File: src/design/udr_regs.svh
// Constants for the full-speed default descriptor store.
// Assumes inclusion by bare name from the design files only.
`ifndef UDR_REGS_SVH
`define UDR_REGS_SVH

// Descriptor type codes carried in the request
`define UDR_TYPE_DEVICE     8'h01
`define UDR_TYPE_CONFIG     8'h02
`define UDR_TYPE_QUALIFIER  8'h06

// Descriptor lengths in bytes
`define UDR_DEV_LEN         8'h12
`define UDR_QUAL_LEN        8'h0a
`define UDR_CFG_TOTAL       8'hab
`define UDR_CFG_HELD        8'h22

// Store offsets of each descriptor
`define UDR_DEV_BASE        6'h00
`define UDR_QUAL_BASE       6'h12
`define UDR_CFG_BASE        6'h1c

// Control packet size and configuration value
`define UDR_PKT_MAX         7'h40
`define UDR_CFG_VALUE       8'h01

// Reset values
`define UDR_RST_BYTE        8'h00
`define UDR_RST_CFG         8'h00

`endif

File: src/design/udr_pkg.sv
// Types for the full-speed default descriptor store.
// Assumes the constants header is compiled alongside.
package udr_pkg;

  // Sequencer states, one-hot
  typedef enum logic [3:0] {
    UDR_IDLE = 4'b0001,
    UDR_SEND = 4'b0010,
    UDR_WAIT = 4'b0100,
    UDR_HOLD = 4'b1000
  } udr_state_t;

  // Descriptor selected by a request
  typedef enum logic [2:0] {
    UDR_K_NONE = 3'b001,
    UDR_K_DEV  = 3'b010,
    UDR_K_QUAL = 3'b100
  } udr_kind_t;

  // Whole state of the sequencer
  typedef struct packed {
    udr_state_t st;
    logic       is_cfg;
    logic [5:0] base;
    logic [7:0] ofs;
    logic [7:0] rem;
    logic [6:0] pcnt;
    logic [7:0] data;
    logic       valid;
    logic       pend;
    logic       done;
    logic       zlp;
    logic       zlp_due;
    logic       stall;
    logic       cfg_ack;
    logic       cfg_stall;
    logic [7:0] cfg;
  } udr_state_reg_t;

endpackage : udr_pkg

File: src/design/udr_rom.sv
// Fixed byte store of the default full-speed descriptors.
// Assumes a combinational caller; bytes past the held part of
// the configuration set come from the outside store port.
`timescale 1ns/1ps
`include "udr_regs.svh"

module udr_rom #(
  parameter logic [15:0] VENDOR_ID   = 16'hf0f0, // Arbitrary value
  parameter logic [15:0] PRODUCT_ID  = 16'h0f0f, // Arbitrary value
  parameter logic [15:0] RELEASE_BCD = 16'h0000
) (
  // Lookup
  input  wire logic       is_cfg,
  input  wire logic [5:0] base,
  input  wire logic [7:0] ofs,
  output logic      [7:0] rd_byte,
  // Outside store for the rest of the configuration set
  output logic      [7:0] ext_addr,
  input  wire logic [7:0] ext_data
);

  ////////////////////////////////////////////////////////////////////
  // Stored bytes in ascending offset order
  function automatic logic [7:0] udr_byte(input logic [5:0] i);
    logic [7:0] b;
    b = 8'h00;
    case (i)
      // Device descriptor
      6'h00: b = `UDR_DEV_LEN;
      6'h01: b = `UDR_TYPE_DEVICE;
      6'h02: b = 8'h00;
      6'h03: b = 8'h02;
      6'h04: b = 8'hff;
      6'h05: b = 8'hff;
      6'h06: b = 8'hff;
      6'h07: b = 8'h40;
      6'h08: b = VENDOR_ID[7:0];
      6'h09: b = VENDOR_ID[15:8];
      6'h0a: b = PRODUCT_ID[7:0];
      6'h0b: b = PRODUCT_ID[15:8];
      6'h0c: b = RELEASE_BCD[7:0];
      6'h0d: b = RELEASE_BCD[15:8];
      6'h0e: b = 8'h00;
      6'h0f: b = 8'h00;
      6'h10: b = 8'h00;
      6'h11: b = 8'h01;
      // Device qualifier
      6'h12: b = `UDR_QUAL_LEN;
      6'h13: b = `UDR_TYPE_QUALIFIER;
      6'h14: b = 8'h00;
      6'h15: b = 8'h02;
      6'h16: b = 8'hff;
      6'h17: b = 8'hff;
      6'h18: b = 8'hff;
      6'h19: b = 8'h40;
      6'h1a: b = 8'h01;
      6'h1b: b = 8'h00;
      // Configuration descriptor
      6'h1c: b = 8'h09;
      6'h1d: b = `UDR_TYPE_CONFIG;
      6'h1e: b = `UDR_CFG_TOTAL;
      6'h1f: b = 8'h00;
      6'h20: b = 8'h01;
      6'h21: b = `UDR_CFG_VALUE;
      6'h22: b = 8'h00;
      6'h23: b = 8'h80;
      6'h24: b = 8'h32;
      // Interface 0, alternate 0
      6'h25: b = 8'h09;
      6'h26: b = 8'h04;
      6'h27: b = 8'h00;
      6'h28: b = 8'h00;
      6'h29: b = 8'h00;
      6'h2a: b = 8'hff;
      6'h2b: b = 8'hff;
      6'h2c: b = 8'hff;
      6'h2d: b = 8'h00;
      // Interface 0, alternate 1
      6'h2e: b = 8'h09;
      6'h2f: b = 8'h04;
      6'h30: b = 8'h00;
      6'h31: b = 8'h01;
      6'h32: b = 8'h06;
      6'h33: b = 8'hff;
      6'h34: b = 8'hff;
      6'h35: b = 8'hff;
      6'h36: b = 8'h00;
      // First endpoint of alternate 1, bulk OUT 1
      6'h37: b = 8'h07;
      6'h38: b = 8'h05;
      6'h39: b = 8'h01;
      6'h3a: b = 8'h02;
      6'h3b: b = 8'h40;
      6'h3c: b = 8'h00;
      6'h3d: b = 8'h00;
      default: b = 8'h00;
    endcase
    return b;
  endfunction : udr_byte

  ////////////////////////////////////////////////////////////////////
  // Held bytes first, outside store past the held part
  always_comb begin
    ext_addr = ofs;
    if (is_cfg && (ofs >= `UDR_CFG_HELD)) begin
      rd_byte = ext_data;
    end else begin
      rd_byte = udr_byte(base + ofs[5:0]);
    end
  end

endmodule : udr_rom

File: src/design/udr_top.sv
// Default full-speed descriptor source for endpoint zero.
// Assumes the endpoint-zero request logic on the same clock
// decodes requests and moves bytes into control IN packets.
// Get descriptor requests made while busy are dropped without a sign.
// An empty closing packet is flagged, never produced.
//
// Functional notes
// Device descriptor request returns the 18-byte default, length first.
// Bytes leave in ascending offset order, as held in the store.
// Device class codes are FFh; endpoint zero packet size 64.
// Vendor ID at offsets 8-9, product ID at 10-11, low first.
// Device and qualifier both report version 2.00 as 00h, 02h.
// Offsets 12-13 carry a release number set outside this block.
// String indices all zero; one configuration reported.
// Ten-byte qualifier, type 06h, vendor codes, size 64, one config.
// Nine-byte configuration, type 02h, total length 171 as ABh 00h.
// One interface, value 01h, no string, 80h attributes, 32h power.
// Host selects the default configuration with value 1.
// Interface 0 alternate 0: type 04h, no endpoints, vendor codes.
// Interface 0 alternate 1: six endpoints, vendor codes.
// First endpoint: 7 bytes, type 05h, OUT 1, bulk, 64, interval 0.
// This set is served only while running at full speed.
// Return at most the requested length, in packets of up to 64.
// Configuration request returns the whole set up to total length.
`timescale 1ns/1ps
`include "udr_regs.svh"

module udr_top #(
  parameter logic [15:0] VENDOR_ID   = 16'hf0f0, // Arbitrary value
  parameter logic [15:0] PRODUCT_ID  = 16'h0f0f, // Arbitrary value
  parameter logic [15:0] RELEASE_BCD = 16'h0000
) (
  // Clock and reset
  input  wire logic        ref_clk,
  input  wire logic        rst_n,
  // Link speed
  input  wire logic        full_speed,
  // Get descriptor request
  input  wire logic        req_valid,
  input  wire logic [7:0]  req_type,
  input  wire logic [15:0] req_len,
  output logic             req_busy,
  output logic             req_stall,
  // Byte stream toward the endpoint zero buffer
  output logic             tx_valid,
  output logic [7:0]       tx_data,
  output logic             tx_pkt_end,
  input  wire logic        tx_ready,
  input  wire logic        pkt_ack,
  output logic             xfer_done,
  output logic             xfer_zlp,
  // Set configuration request
  input  wire logic        cfg_set,
  input  wire logic [7:0]  cfg_value,
  output logic             cfg_ack,
  output logic             cfg_stall,
  output logic [7:0]       cfg_active,
  // Outside store for the rest of the configuration set
  output logic [7:0]       ext_addr,
  input  wire logic [7:0]  ext_data
);

  ////////////////////////////////////////////////////////////////////
  // Clip a request length to a descriptor length
  // Long asks are legal; the answer stops at the end
  function automatic logic [7:0] udr_clip(input logic [15:0] want,
                                          input logic [7:0]  have);
    logic [7:0] r;

    r = have;
    // Full-width compare, no truncation
    if (want < {8'h00, have}) begin
      r = want[7:0];
    end
    return r;
  endfunction : udr_clip

  // Short last packet missing: a zero-length packet must follow
  // Only when the data ends on a packet boundary
  // and the host asked for more than was sent
  function automatic logic udr_need_zlp(input logic [7:0]  n,
                                        input logic [15:0] want);
    // Multiple of 64, short of the ask
    return (n != 8'h00)
        && (n[5:0] == 6'h00)
        && ({8'h00, n} < want);
  endfunction : udr_need_zlp

  ////////////////////////////////////////////////////////////////////
  // State and store lookup
  // s_d is the next value, s_q the register
  udr_pkg::udr_state_reg_t s_q;
  udr_pkg::udr_state_reg_t s_d;
  // Lookup result and handshake terms
  logic [7:0]              rom_byte;
  logic                    taken;
  logic                    load;
  logic [7:0]              n_len;

  // Held bytes by base plus offset
  // ext_data must be valid in the same cycle
  udr_rom #(
    .VENDOR_ID   (VENDOR_ID),
    .PRODUCT_ID  (PRODUCT_ID),
    .RELEASE_BCD (RELEASE_BCD)
  ) u_rom (
    .is_cfg   (s_q.is_cfg),
    .base     (s_q.base),
    .ofs      (s_q.ofs),
    .rd_byte  (rom_byte),
    .ext_addr (ext_addr),
    .ext_data (ext_data)
  );

  ////////////////////////////////////////////////////////////////////
  // Handshake terms
  // A byte leaves on an edge with valid and ready
  assign taken = s_q.valid && tx_ready;

  // Refill an empty slot, or one just emptied
  // unless that byte closed a packet
  assign load  = (s_q.st == udr_pkg::UDR_SEND)
               && (s_q.rem != 8'h00)
               && (!s_q.valid || (taken && !s_q.pend));

  ////////////////////////////////////////////////////////////////////
  // Next state
  // Pulses fall to zero unless set below
  always_comb begin
    s_d           = s_q;

    s_d.done      = 1'b0;
    s_d.zlp       = 1'b0;
    s_d.stall     = 1'b0;
    s_d.cfg_ack   = 1'b0;
    s_d.cfg_stall = 1'b0;
    // Length chosen for this request
    n_len         = 8'h00;

    // Set configuration, 0 or the one default value
    // Taken in any state, stream unaffected
    // A refused value keeps the active one
    if (cfg_set) begin
      // 0 unconfigures, 1 selects the set
      if (cfg_value == `UDR_CFG_VALUE || cfg_value == 8'h00) begin
        s_d.cfg     = cfg_value;
        s_d.cfg_ack = 1'b1;
      end else begin
        s_d.cfg_stall = 1'b1;
      end
    end

    // Descriptor sequencer
    case (s_q.st)
      udr_pkg::UDR_IDLE: begin
        // Busy is low here, so no request is lost
        if (req_valid) begin
          // Each request restarts offset and count
          s_d.ofs    = 8'h00;
          s_d.pcnt   = 7'h00;
          s_d.is_cfg = 1'b0;
          s_d.st     = udr_pkg::UDR_SEND;

          // Only the full-speed set is held
          if (!full_speed) begin
            s_d.stall = 1'b1;
            s_d.st    = udr_pkg::UDR_IDLE;
          end else if (req_type == `UDR_TYPE_DEVICE) begin
            s_d.base = `UDR_DEV_BASE;
            n_len    = udr_clip(req_len, `UDR_DEV_LEN);
          end else if (req_type == `UDR_TYPE_QUALIFIER) begin
            s_d.base = `UDR_QUAL_BASE;
            n_len    = udr_clip(req_len, `UDR_QUAL_LEN);
          end else if (req_type == `UDR_TYPE_CONFIG) begin
            s_d.base   = `UDR_CFG_BASE;
            s_d.is_cfg = 1'b1;
            n_len      = udr_clip(req_len, `UDR_CFG_TOTAL);
          end else begin
            // Unknown type: refused
            s_d.stall = 1'b1;
            s_d.st    = udr_pkg::UDR_IDLE;
          end

          // Bytes left, already clipped
          s_d.rem     = n_len;
          s_d.zlp_due = udr_need_zlp(n_len, req_len);

          // Zero length asked: finish with no data
          // Busy never rises for it
          if (s_d.st == udr_pkg::UDR_SEND && n_len == 8'h00) begin
            s_d.done = 1'b1;
            s_d.st   = udr_pkg::UDR_IDLE;
          end
        end
      end

      udr_pkg::UDR_SEND: begin
        // Bytes stream one per cycle
        // Retire the byte just taken
        if (taken) begin
          s_d.valid = 1'b0;
          // A taken end mark closes the packet
          if (s_q.pend) begin
            s_d.pend = 1'b0;
            s_d.pcnt = 7'h00;
            // Last packet ends the transfer
            if (s_q.rem == 8'h00) begin
              s_d.done = 1'b1;
              s_d.zlp  = s_q.zlp_due;
              s_d.st   = udr_pkg::UDR_IDLE;
            end else begin
              s_d.st = udr_pkg::UDR_WAIT;
            end
          end
        end

        // Fetch the next byte in store order
        // Store read at the current offset
        if (load) begin
          s_d.data  = rom_byte;
          s_d.valid = 1'b1;
          s_d.ofs   = s_q.ofs + 8'h01;
          s_d.rem   = s_q.rem - 8'h01;
          s_d.pcnt  = s_q.pcnt + 7'h01;
          // End mark on the last or 64th byte
          s_d.pend  = (s_q.rem == 8'h01)
                   || (s_q.pcnt == (`UDR_PKT_MAX - 7'h01));
        end
      end

      udr_pkg::UDR_WAIT: begin
        // Next packet once the host acknowledged this one
        // pkt_ack elsewhere is ignored
        if (pkt_ack) begin
          s_d.st = udr_pkg::UDR_SEND;
        end
      end

      udr_pkg::UDR_HOLD: begin
        // Spare code, never entered
        s_d.st = udr_pkg::UDR_IDLE;
      end

      default: begin
        // Bad one-hot code recovers
        s_d.st = udr_pkg::UDR_IDLE;
      end
    endcase
  end

  ////////////////////////////////////////////////////////////////////
  // State register
  // Reset loads constants only
  always_ff @(posedge ref_clk or negedge rst_n) begin
    if (!rst_n) begin
      // Idle, nothing held, unconfigured
      s_q.st        <= udr_pkg::UDR_IDLE;
      s_q.is_cfg    <= 1'b0;
      s_q.base      <= `UDR_DEV_BASE;
      // Counters and offset
      s_q.ofs       <= 8'h00;
      s_q.rem       <= 8'h00;
      s_q.pcnt      <= 7'h00;

      // Byte slot and pulses
      s_q.data      <= `UDR_RST_BYTE;
      s_q.valid     <= 1'b0;
      s_q.pend      <= 1'b0;
      s_q.done      <= 1'b0;
      s_q.zlp       <= 1'b0;
      s_q.zlp_due   <= 1'b0;
      s_q.stall     <= 1'b0;
      s_q.cfg_ack   <= 1'b0;
      s_q.cfg_stall <= 1'b0;
      // No configuration selected
      s_q.cfg       <= `UDR_RST_CFG;
    end else begin
      // Whole struct at once
      s_q <= s_d;
    end
  end

  ////////////////////////////////////////////////////////////////////
  // Outputs
  // Registers only; busy is a state compare

  // Request side
  assign req_busy   = (s_q.st != udr_pkg::UDR_IDLE);
  assign req_stall  = s_q.stall;

  // Byte stream
  assign tx_valid   = s_q.valid;
  assign tx_data    = s_q.data;
  assign tx_pkt_end = s_q.pend;
  // One-cycle pulses
  assign xfer_done  = s_q.done;
  assign xfer_zlp   = s_q.zlp;

  // Configuration
  assign cfg_ack    = s_q.cfg_ack;
  assign cfg_stall  = s_q.cfg_stall;
  assign cfg_active = s_q.cfg;

endmodule : udr_top

File: config.mk
export PLATFORM = sky130hd
export DESIGN_NAME = udr_top
export DESIGN_NICKNAME = d
export VERILOG_FILES = /design/src/design/udr_pkg.sv /design/src/design/udr_rom.sv /design/src/design/udr_top.sv
export VERILOG_INCLUDE_DIRS = /design/src /design/src/design
export SDC_FILE = /design/constraint.sdc
export NUM_CORES = 1
export LEC_CHECK = 0
export BUFFER_PORTS_ARGS = -buffer_cell sky130_fd_sc_hd__clkbuf_2
export CAP_MARGIN = 30
export CORE_ASPECT_RATIO = 0.8
export CORE_UTILIZATION = 30
export CTS_BUF_LIST = sky130_fd_sc_hd__clkbuf_4
export CTS_CLUSTER_DIAMETER = 120
export CTS_CLUSTER_SIZE = 12
export DETAILED_ROUTE_END_ITERATION = 8
export SYNTH_ARGS = -nofsm -noshare
export SYNTH_HDL_FRONTEND = slang
export SYNTH_SLANG_ARGS = --single-unit
File: constraint.sdc
create_clock -name ref_clk -period 2.79 [get_ports ref_clk]
set_input_delay 0.6975 -clock ref_clk [delete_from_list [all_inputs] [get_ports ref_clk]]
set_output_delay 0.6975 -clock ref_clk [all_outputs]
set_load 0.05 [all_outputs]
# --- Yosys cells after proc, flatten, opt, wreduce, memory -nomap -nowiden ---
# Memories as Yosys holds them, arrays and structs flattened.
# Index checks and enable logic that the tools add are counted.
op_classes:
  mux: 48
  n_eq_ne: 18
  addsub: 4
  order_cmp: 5
  n_reduce_logical: 30
op_table:
  columns: ["op", "count"]
  rows:
  - ["2-to-1 mux 8 bit", 11]
  - ["case mux 23 bit (2 select lines)", 1]
  - ["2-to-1 mux 34 bit", 1]
  - ["2-to-1 mux 33 bit", 1]
  - ["2-to-1 mux 4 bit", 8]
  - ["2-to-1 mux 7 bit", 4]
  - ["== test 8 x 1 -> 1 bit, second input constant", 3]
  - ["zero test 8 bit", 3]
  - ["< comparator 16 x 4 -> 1 bit, second input constant", 1]
  - ["< comparator 16 x 5 -> 1 bit, second input constant", 1]
  - ["< comparator 16 x 8 -> 1 bit, second input constant", 1]
  - ["< comparator 8 x 16 -> 1 bit", 1]
  - ["nonzero test 8 bit", 2]
  - ["2-to-1 mux 6 bit", 2]
  - ["case mux 4 bit (3 select lines)", 1]
  - ["AND reduction 4 bit", 3]
  - ["2-to-1 mux 1 bit", 11]
  - ["2-to-1 mux 10 bit", 1]
  - ["inequality test 2 bit, second input constant", 5]
  - ["2-to-1 mux 3 bit", 3]
  - ["adder 8 x 1 -> 8 bit, second input constant", 1]
  - ["== test 4 x 2 -> 1 bit, second input constant", 2]
  - ["== test 8 x 2 -> 1 bit, second input constant", 1]
  - ["== test 8 x 3 -> 1 bit, second input constant", 1]
  - ["other kinds (19)", 36]
totals:
  output_inout_bits: 32
  register_bits: 58
  mem_count: 1
  input_bits: 47
  mem_bits_ro: 512
mem_list:
  columns: ["memory", "depth", "word_bits", "rd", "rd_clocked_by_memory_dff", "wr", "line_no", "text"]
  rows:
  - ["(name not given)", 64, 8, 1, 0, 0, "udr_rom.sv:27", "case (i)"]

# --- Longest topological paths before layout ---
# Gate-level depths: netlist (run 1).
depth:
  depth_word: 13
  mapped_depth: 12
  ltp_nobuf: 11

# --- Hierarchy ---
# A second synthesis (run 1) with hierarchy kept.
unflattened:
  cells_unflattened: 546
  hier_area_um2: 4510.6
by_module_without_submodules:
  columns: ["module", "area_per_inst_um2", "cells_each", "instances", "seq_area_each_um2"]
  rows:
  - ["udr_top", 3261.9, 378, 1, 1352.5]
  - ["udr_rom", 1248.7, 168, 1, 0.0]

# --- Worst setup path before layout (run 1) ---
# OpenSTA, ideal clock, no wires.
synth_path:
  kind: "input -> register"
  start: "in req_len[14]"
  end: "reg s_q[11] in the netlist's numbering"
  t_arrival_ns: 2.901
  stages: 11
  setup_slack_ns: -0.206
  setup_time_ns: 0.095
  path_cell_list: "nor4_4 nand3_1 o31ai_2 nand2_1 nor3_1 ha_1 and3_1 nor4b_1 a211oi_1 o21ai_0 o31ai_1"
synth_between:
  elab_chain_len: 11
synth_rtl:
  columns: ["item", "line_no", "text"]
  rows:
  - ["start: declaration", "udr_top.sv:41", "input wire logic [15:0] req_len,"]
  - ["branches (longest 10 deep; another with < comparator 16 x 8 -> 1 bit)", null, null]
  - ["logical AND 1 bit *", "udr_top.sv:86", "&& ({8'h00, n} < want);"]
  - ["end: declaration", "udr_top.sv:92", "udr_pkg::udr_state_reg_t s_q;"]
# Every way passes the cells marked *. The select of a mux whose other input is x is not followed.
# A chain may end at the register's enable or synchronous reset.

# --- Worst setup path in the final report (run 1) ---
# Same ends and word-level chain as after synthesis.

==> flow_metrics.tcl, run 1 <==
set metrics [dict create \
    status "finished, final reports clean" \
    combinationalPowerShare 0.213 \
    power_frac_seq 0.529 \
    worst_slew_margin_rel 0.5776 \
    final.setup_skew_ns 0.01305 \
    post-synth-top-count-cell "sky130_fd_sc_hd__nand2_1" \
    tritoncts_num_sinks 54 \
    synth.yosys.seq_area_share 0.3296 \
    rsz0062_at_grt "false" \
    ratio_of_routed_vias_to_standard_cells 5.206 \
    portBuffers 78 \
    netlist-cell-type-count 70 \
    gr-usage-all-layers 0.1647 \
    max_freq_ghz 0.3811 \
    clock_buffers_created_by_tritoncts 5 \
    htree_levels 2 \
    route.antenna.remaining_nets 0 \
    vias_in_the_first_global_route 3784 \
    global_route_wire_length_before_repair_mm 18.98 \
    fin_crit_ns 2.624 \
    p_switching_w 0.0004978 \
    grt_antenna_before_repair 1 \
    crit_type "input port to register" \
    yosys_warnings 0 \
    mappedNetlistNets 565 \
    detail_route.wl_per_cell_microns 14.68 \
    synth_area_per_cell_sq_um 8.241 \
    cts_hold_buf 0 \
    clk_root_buffer_cell "sky130_fd_sc_hd__clkbuf_4" \
    post-route-period-util 0.9405 \
    area_contributors_post_synth "sky130_fd_sc_hd__dfrtp_1, sky130_fd_sc_hd__ha_1, sky130_fd_sc_hd__nand2_1" \
    die_width_microns 132.8 \
    pin_count 79 \
    p_per_area_nw_per_um2 307.9 \
    final_weighted_congestion_of_routability_driven_global_placement 0.8693 \
    fp.dieH_microns 106.6 \
    final_net_count 660 \
    critical_path_arrival_ns 2.95 \
    firstDrtPassIters 5 \
    clk_transition_reported_paths_ns 0.18 \
    crit_path_max_fanout 3 \
    netSwitchingFraction 0.3240 \
    r2r_end "tx_data[6]$_DFFE_PN0P_" \
    die_area_sq_um 14150 \
    internal_power_contribution_w 0.001039 \
    initial_utilization 0.3132 \
    synth_largest_area_cell "sky130_fd_sc_hd__dfrtp_1" \
    worst_ep_required_time_ns 3.12 \
    ff2ff_setup_slack_ns 0.18 \
    flow.area_growth_from_synthesis_pct 21.59 \
    crit_path_cell_trace "clkbuf_2 > nor4_4 > nand3_2 > o31ai_4 > nand2_2 > nor3_2 > ha_1 > and3_1 > nor4b_1 > a211oi_1 > o21ai_0 > o31ai_1" \
    wl_mm 11.30 \
    synthesis.instances 498 \
    edff_count_synth 0 \
    largest_net_degree_at_the_start_of_global_routing 32 \
    syn-cell-area_sq_um 4104 \
    hp-class "input port to asynchronous set/reset pin" \
    clk-insertion-delay-late_ns 0.41 \
    cts_buffer_depth 2 \
    vdd_drop_max_mv 0.1771 \
    async_reset_ff_frac 1.000 \
    row_count 37 \
    routed_via_count 4009 \
    crit-reg2reg-launch "s_q[41]$_DFFE_PN0P_" \
    finalHoldViolCount 0 \
    timing.max_cap.violations 0 \
    slowest_delay_ns 0.34 \
    synth.top_cells.by_count "sky130_fd_sc_hd__nand2_1, sky130_fd_sc_hd__dfrtp_1, sky130_fd_sc_hd__nor2_1" \
    endpoint_kind "register" \
    post_cts_buffers 0 \
    highest_delay_cell_along_the_critical_path "sky130_fd_sc_hd__nor4_4" \
    clock_tree_from_tritoncts "built" \
    core-area_sq_um 13100 \
    finalSetupViolations 0 \
    dp.final_hpwl_mm 8.924 \
    report.final.slew_viol_count 0 \
    route.detailed.drc 0 \
    share_clk_of_total_power 0.258 \
    post-synth-top-area-fraction 0.3232 \
    p_leak_nw 2.382 \
    worstRegToRegCells 9 \
    post_route_cells_drive_above_1_share 0.2845 \
    detail_route.iter0.violations 317 \
    fin_hold_ws_ns 0.2696 \
    yosys_register_bits 54 \
    globalRouteOverflowTotal 0 \
    final-instance-count-excl-fill 770 \
    worstSetupStartpointType "input port" \
    placed_cells_incl_taps 761 \
    post-layout-total-power_w 0.001537 \
    synth_ff_type "sky130_fd_sc_hd__dfrtp_1" \
    transition_time_of_the_tightest_slew_check_pin_ns 0.6336 \
]
## cell type report
type | count | area [sq um]
inverter | 16 | 60.06
antenna | 1 | 2.502
timing repair buffer | 136 | 838.3
clock buffer | 5 | 37.54
clock inverter | 3 | 28.78
multi-input combinational | 380 | 2451
sequential | 54 | 1353
tap | 175 | 219.0
fill | 1359 | 8112
## power by group through the flow
stage                     combinational (W)  sequential, W  clock, W
after floorplan                    0.000179       0.000830         0
after global placement             0.000319       0.000826         0
after detailed placement           0.000323       0.000827         0
after CTS                          0.000324       0.000813  0.000415
after global routing               0.000363       0.000816  0.000446
final                              0.000327       0.000813  0.000396
## layer usage
metal,wire (microns),GRT usage,up-vias
met3,587,0.03215,8
li1,-,-,1979
met5,0,0,-
met4,72,0.03448,0
met1,5816,0.2440,1882
met2,4823,0.2455,140
## worst max-delay path, delay by kind of cell
kind | cells | cell delay [ns]
AO/OA/AOI/OAI | 4 | 0.73
adder cells (fa/ha/maj) | 1 | 0.27
buffers and inverters | 1 | 0.10
AND/OR/NAND/NOR | 6 | 1.16
## through the flow
| stage | instance area, sq um | setup slack, ns | util | setup TNS, ns |
|---|---|---|---|---|
| global placement | 4897 | -0.1391 | 0.3738 | -0.1391 |
| detailed placement | 4897 | -0.2632 | 0.3738 | -0.2961 |
| finish | 4990 | 0.1660 | 0.3809 | 0 |
| global route | 4990 | 0.02932 | 0.3809 | 0 |
| floorplan | 4134 | -0.07306 | - | -0.07306 |
| CTS | 4964 | 0.1043 | 0.3789 | 0 |
## worst max path at each step
| stage | endpoint | cells after the start | start |
|---|---|---|---|
| 2_1_floorplan | s_q[11]$_DFFE_PN0P_ | 11 | req_len[14] |
| 3_3_place_gp | s_q[11]$_DFFE_PN0P_ | 12 | req_len[14] |
| 3_5_place_dp | s_q[11]$_DFFE_PN0P_ | 12 | req_len[14] |
| 4_1_cts | tx_data[6]$_DFFE_PN0P_ | 9 | s_q[41]$_DFFE_PN0P_ |
| 5_1_grt | tx_data[6]$_DFFE_PN0P_ | 9 | s_q[41]$_DFFE_PN0P_ |
| 6_report | s_q[11]$_DFFE_PN0P_ | 12 | req_len[14] |
## flip-flops by register name, summed over array words and instances, names as in the netlist
name,count
s_q,31
cfg_ack,1
req_stall,1
tx_pkt_end,1
xfer_zlp,1
cfg_active,8
tx_valid,1
tx_data,8
cfg_stall,1
xfer_done,1
## layout by cell type (no fill, tap or decap), drive strengths merged, types with 2 or more instances in the layout
cell type	synthesis	routed
clkbuf	16	83
nand2	61	61
buf	32	58
dfrtp	53	53
o21ai	41	41
nor2	38	38
a21oi	37	37
nand3	23	23
ha	20	20
inv	16	17
nor3	16	16
and2	12	12
and3	9	9
o31ai	9	9
a21o	9	9
o211ai	8	8
xnor2	8	8
a31oi	8	8
xor2	7	7
nor4	7	7
nand4	6	6
o22ai	6	6
a211oi	6	6
a22o	4	4
nor3b	4	4
a32o	4	4
o2111ai	3	3
or3	3	3
nand3b	2	2
and4bb	2	2
a41oi	2	2
a22oi	2	2
nand2b	2	2
clkinv	0	2
or2	2	2
o211a	2	2
a2111oi	2	2
## cells by family (layout without fill, tap and decap cells)
group / after synthesis / in the layout / synth area share
and+or+nand+nor: 191 / 191 / 0.2412
AOI/OAI and AO/OA: 153 / 153 / 0.2476
buffers and inverters: 64 / 160 / 0.08628
DFF: 54 / 54 / 0.3296
adders and majority gates: 20 / 20 / 0.06098
xor gates and xnor gates: 15 / 15 / 0.03201
muxes: 1 / 1 / 0.002439
other: 0 / 1 / 0
## timing repair
item | 4_1_cts | 5_1_grt
gates resized for setup | 0 | 6
hold endpoints to repair | 0 | 0
setup endpoints to repair | 0 | 1
Note: power is estimated with default switching activity, not from simulation.
==> run 2: changes to the inputs <==
--- a/config.mk
+++ b/config.mk
@@ -9,6 +9,7 @@
 export BUFFER_PORTS_ARGS = -buffer_cell sky130_fd_sc_hd__clkbuf_2
 export CAP_MARGIN = 30
 export CORE_ASPECT_RATIO = 0.8
+export CORE_MARGIN = 1.5
 export CORE_UTILIZATION = 30
 export CTS_BUF_LIST = sky130_fd_sc_hd__clkbuf_4
 export CTS_CLUSTER_DIAMETER = 120
==> flow_metrics.tcl, run 2 (synthesized netlist as in run 1, its figures left out) <==
set metrics [dict create \
    gr-usage-all-layers 0.1657 \
    tritoncts_num_sinks 54 \
    vdd_drop_max_mv 0.1704 \
    post-route-period-util 0.9621 \
    most-common-layout-cells "sky130_fd_sc_hd__clkbuf_2, sky130_fd_sc_hd__buf_4, sky130_fd_sc_hd__nand2_1, sky130_fd_sc_hd__dfrtp_1, sky130_fd_sc_hd__nor2_1" \
    detail_route.wl_per_cell_microns 15.03 \
    post_route_cells_drive_above_1_share 0.2962 \
    initial_utilization 0.3050 \
    p_leak_nw 2.424 \
    n_antenna_cell 0 \
    critical_path_arrival_ns 3.01 \
    detail_route.iter0.violations 287 \
    worst_ep_required_time_ns 3.12 \
    transition_time_of_the_tightest_slew_check_pin_ns 0.6984 \
    final_net_count 667 \
    grt_antenna_before_repair 0 \
    finalSetupViolations 0 \
    max_freq_ghz 0.3726 \
    p_per_area_nw_per_um2 302.3 \
    final.setup_skew_ns 0.03573 \
    ratio_of_routed_vias_to_standard_cells 5.216 \
    finalWorstSetupSlack_ns 0.1058 \
    endpoint_kind "register" \
    crit_type "input port to register" \
    worst_slew_margin_rel 0.5344 \
    route.detailed.drc 0 \
    routed_via_count 4074 \
    largest_register_ff_count 31 \
    fin_hold_ws_ns 0.4138 \
    global_route_wire_length_before_repair_mm 19.22 \
    clock_buffers_created_by_tritoncts 5 \
    dp.final_hpwl_mm 9.149 \
    wl_mm 11.74 \
    final_weighted_congestion_of_routability_driven_global_placement 0.9969 \
    vias_in_the_first_global_route 3945 \
    worstSetupStartpointType "input port" \
    portBuffers 78 \
    fin_crit_ns 2.684 \
    globalRouteOverflowTotal 0 \
    route.antenna.remaining_nets 0 \
    status "finished, final reports clean" \
    cts_hold_buf 0 \
    hp-class "input port to asynchronous set/reset pin" \
    core-area_sq_um 13460 \
    clk-insertion-delay-late_ns 0.40 \
    firstDrtPassIters 5 \
    clock_tree_from_tritoncts "built" \
    die_width_microns 133.8 \
    pin_count 79 \
    largest_net_degree_at_the_start_of_global_routing 55 \
    regMostFlops "s_q" \
    finalHoldViolCount 0 \
    layout_commonest_cell "sky130_fd_sc_hd__clkbuf_2" \
    timing.max_cap.violations 0 \
    clk_transition_reported_paths_ns 0.19 \
    flow.area_growth_from_synthesis_pct 23.81 \
    crit_path_max_fanout 3 \
    clk_root_buffer_cell "sky130_fd_sc_hd__clkbuf_4" \
    htree_levels 2 \
    cts_buffer_depth 2 \
    die_area_sq_um 14390 \
    dp_slack_ns -0.2820 \
    row_count 38 \
    fp.dieH_microns 107.6 \
    report.final.slew_viol_count 0 \
]
[run 2: cell type report]
class	instances	area (sq um)
tap	180	225.2
timing repair buffer	143	890.9
sequential	54	1353
clock buffer	5	37.54
multi-input combinational	380	2489
fill	1370	8374
inverter	16	60.06
clock inverter	3	26.28
[run 2: path summary, 6_finish.rpt]
check / start / end / slack, ns / cells after the start
max: req_len[12] / s_q[11]$_DFFE_PN0P_ / 0.11 / 12
min: rst_n / tx_valid$_DFFE_PN0P_ / 0.41 / 2
max reg2reg: s_q[50]$_DFFE_PN0P_ / tx_data[5]$_DFFE_PN0P_ / 0.26 / 9
min reg2reg: tx_data[2]$_DFFE_PN0P_ / tx_data[2]$_DFFE_PN0P_ / 0.50 / 2
max in group asynchronous: rst_n / s_q[46]$_DFFE_PN0P_ / 1.89 / 2
min in group ref_clk: cfg_value[0] / cfg_active[0]$_DFFE_PN0P_ / 0.49 / 3
[run 2: per-layer routing]
metal | share of wire | up-vias | global-route usage
met5 | 0 | - | 0
li1 | - | 1994 | -
met3 | 0.066 | 13 | 0.03296
met2 | 0.42 | 160 | 0.2478
met1 | 0.50 | 1907 | 0.2433
met4 | 0.013 | 0 | 0.03960
[run 2: repair_timing]
action                                  4_1_cts  5_1_grt
buffers inserted                              0        2
endpoints found under the setup margin        0        8
resized for setup                             0       12
[run 2: stage by stage]
step	total power (W)	TNS, ns	util	area [sq um]	cells
3_3_place_gp	0.001150	-0.1991	0.3672	4941	771
5_1_grt	0.001627	-0.01974	0.3776	5081	781
6_report	0.001536	0	0.3776	5081	781
2_1_floorplan	0.001009	-0.07306	-	4134	498
3_5_place_dp	0.001154	-0.3402	0.3672	4941	771
4_1_cts	0.001551	0	0.3720	5005	779
[run 2: worst max-delay path, cell delays in order]
cell and delay, ns:
sky130_fd_sc_hd__clkbuf_2 0.10, sky130_fd_sc_hd__nor4_4 0.33, sky130_fd_sc_hd__nand3_2 0.14, sky130_fd_sc_hd__o31ai_4 0.28, sky130_fd_sc_hd__nand2_2 0.15, sky130_fd_sc_hd__nor3_4 0.20
sky130_fd_sc_hd__ha_4 0.24, sky130_fd_sc_hd__a21o_1 0.17, sky130_fd_sc_hd__a21o_1 0.19, sky130_fd_sc_hd__a211oi_2 0.19, sky130_fd_sc_hd__o21ai_1 0.08, sky130_fd_sc_hd__o31ai_1 0.23
[run 2: where the power goes]
group | switching, W | leakage [nW] | internal [W]
Sequential | 0.0000145 | 0.740 | 0.000798
Clock | 0.000280 | 0.0362 | 0.000107
Combinational | 0.000203 | 1.65 | 0.000134
Total | 0.000497 | 2.42 | 0.00104
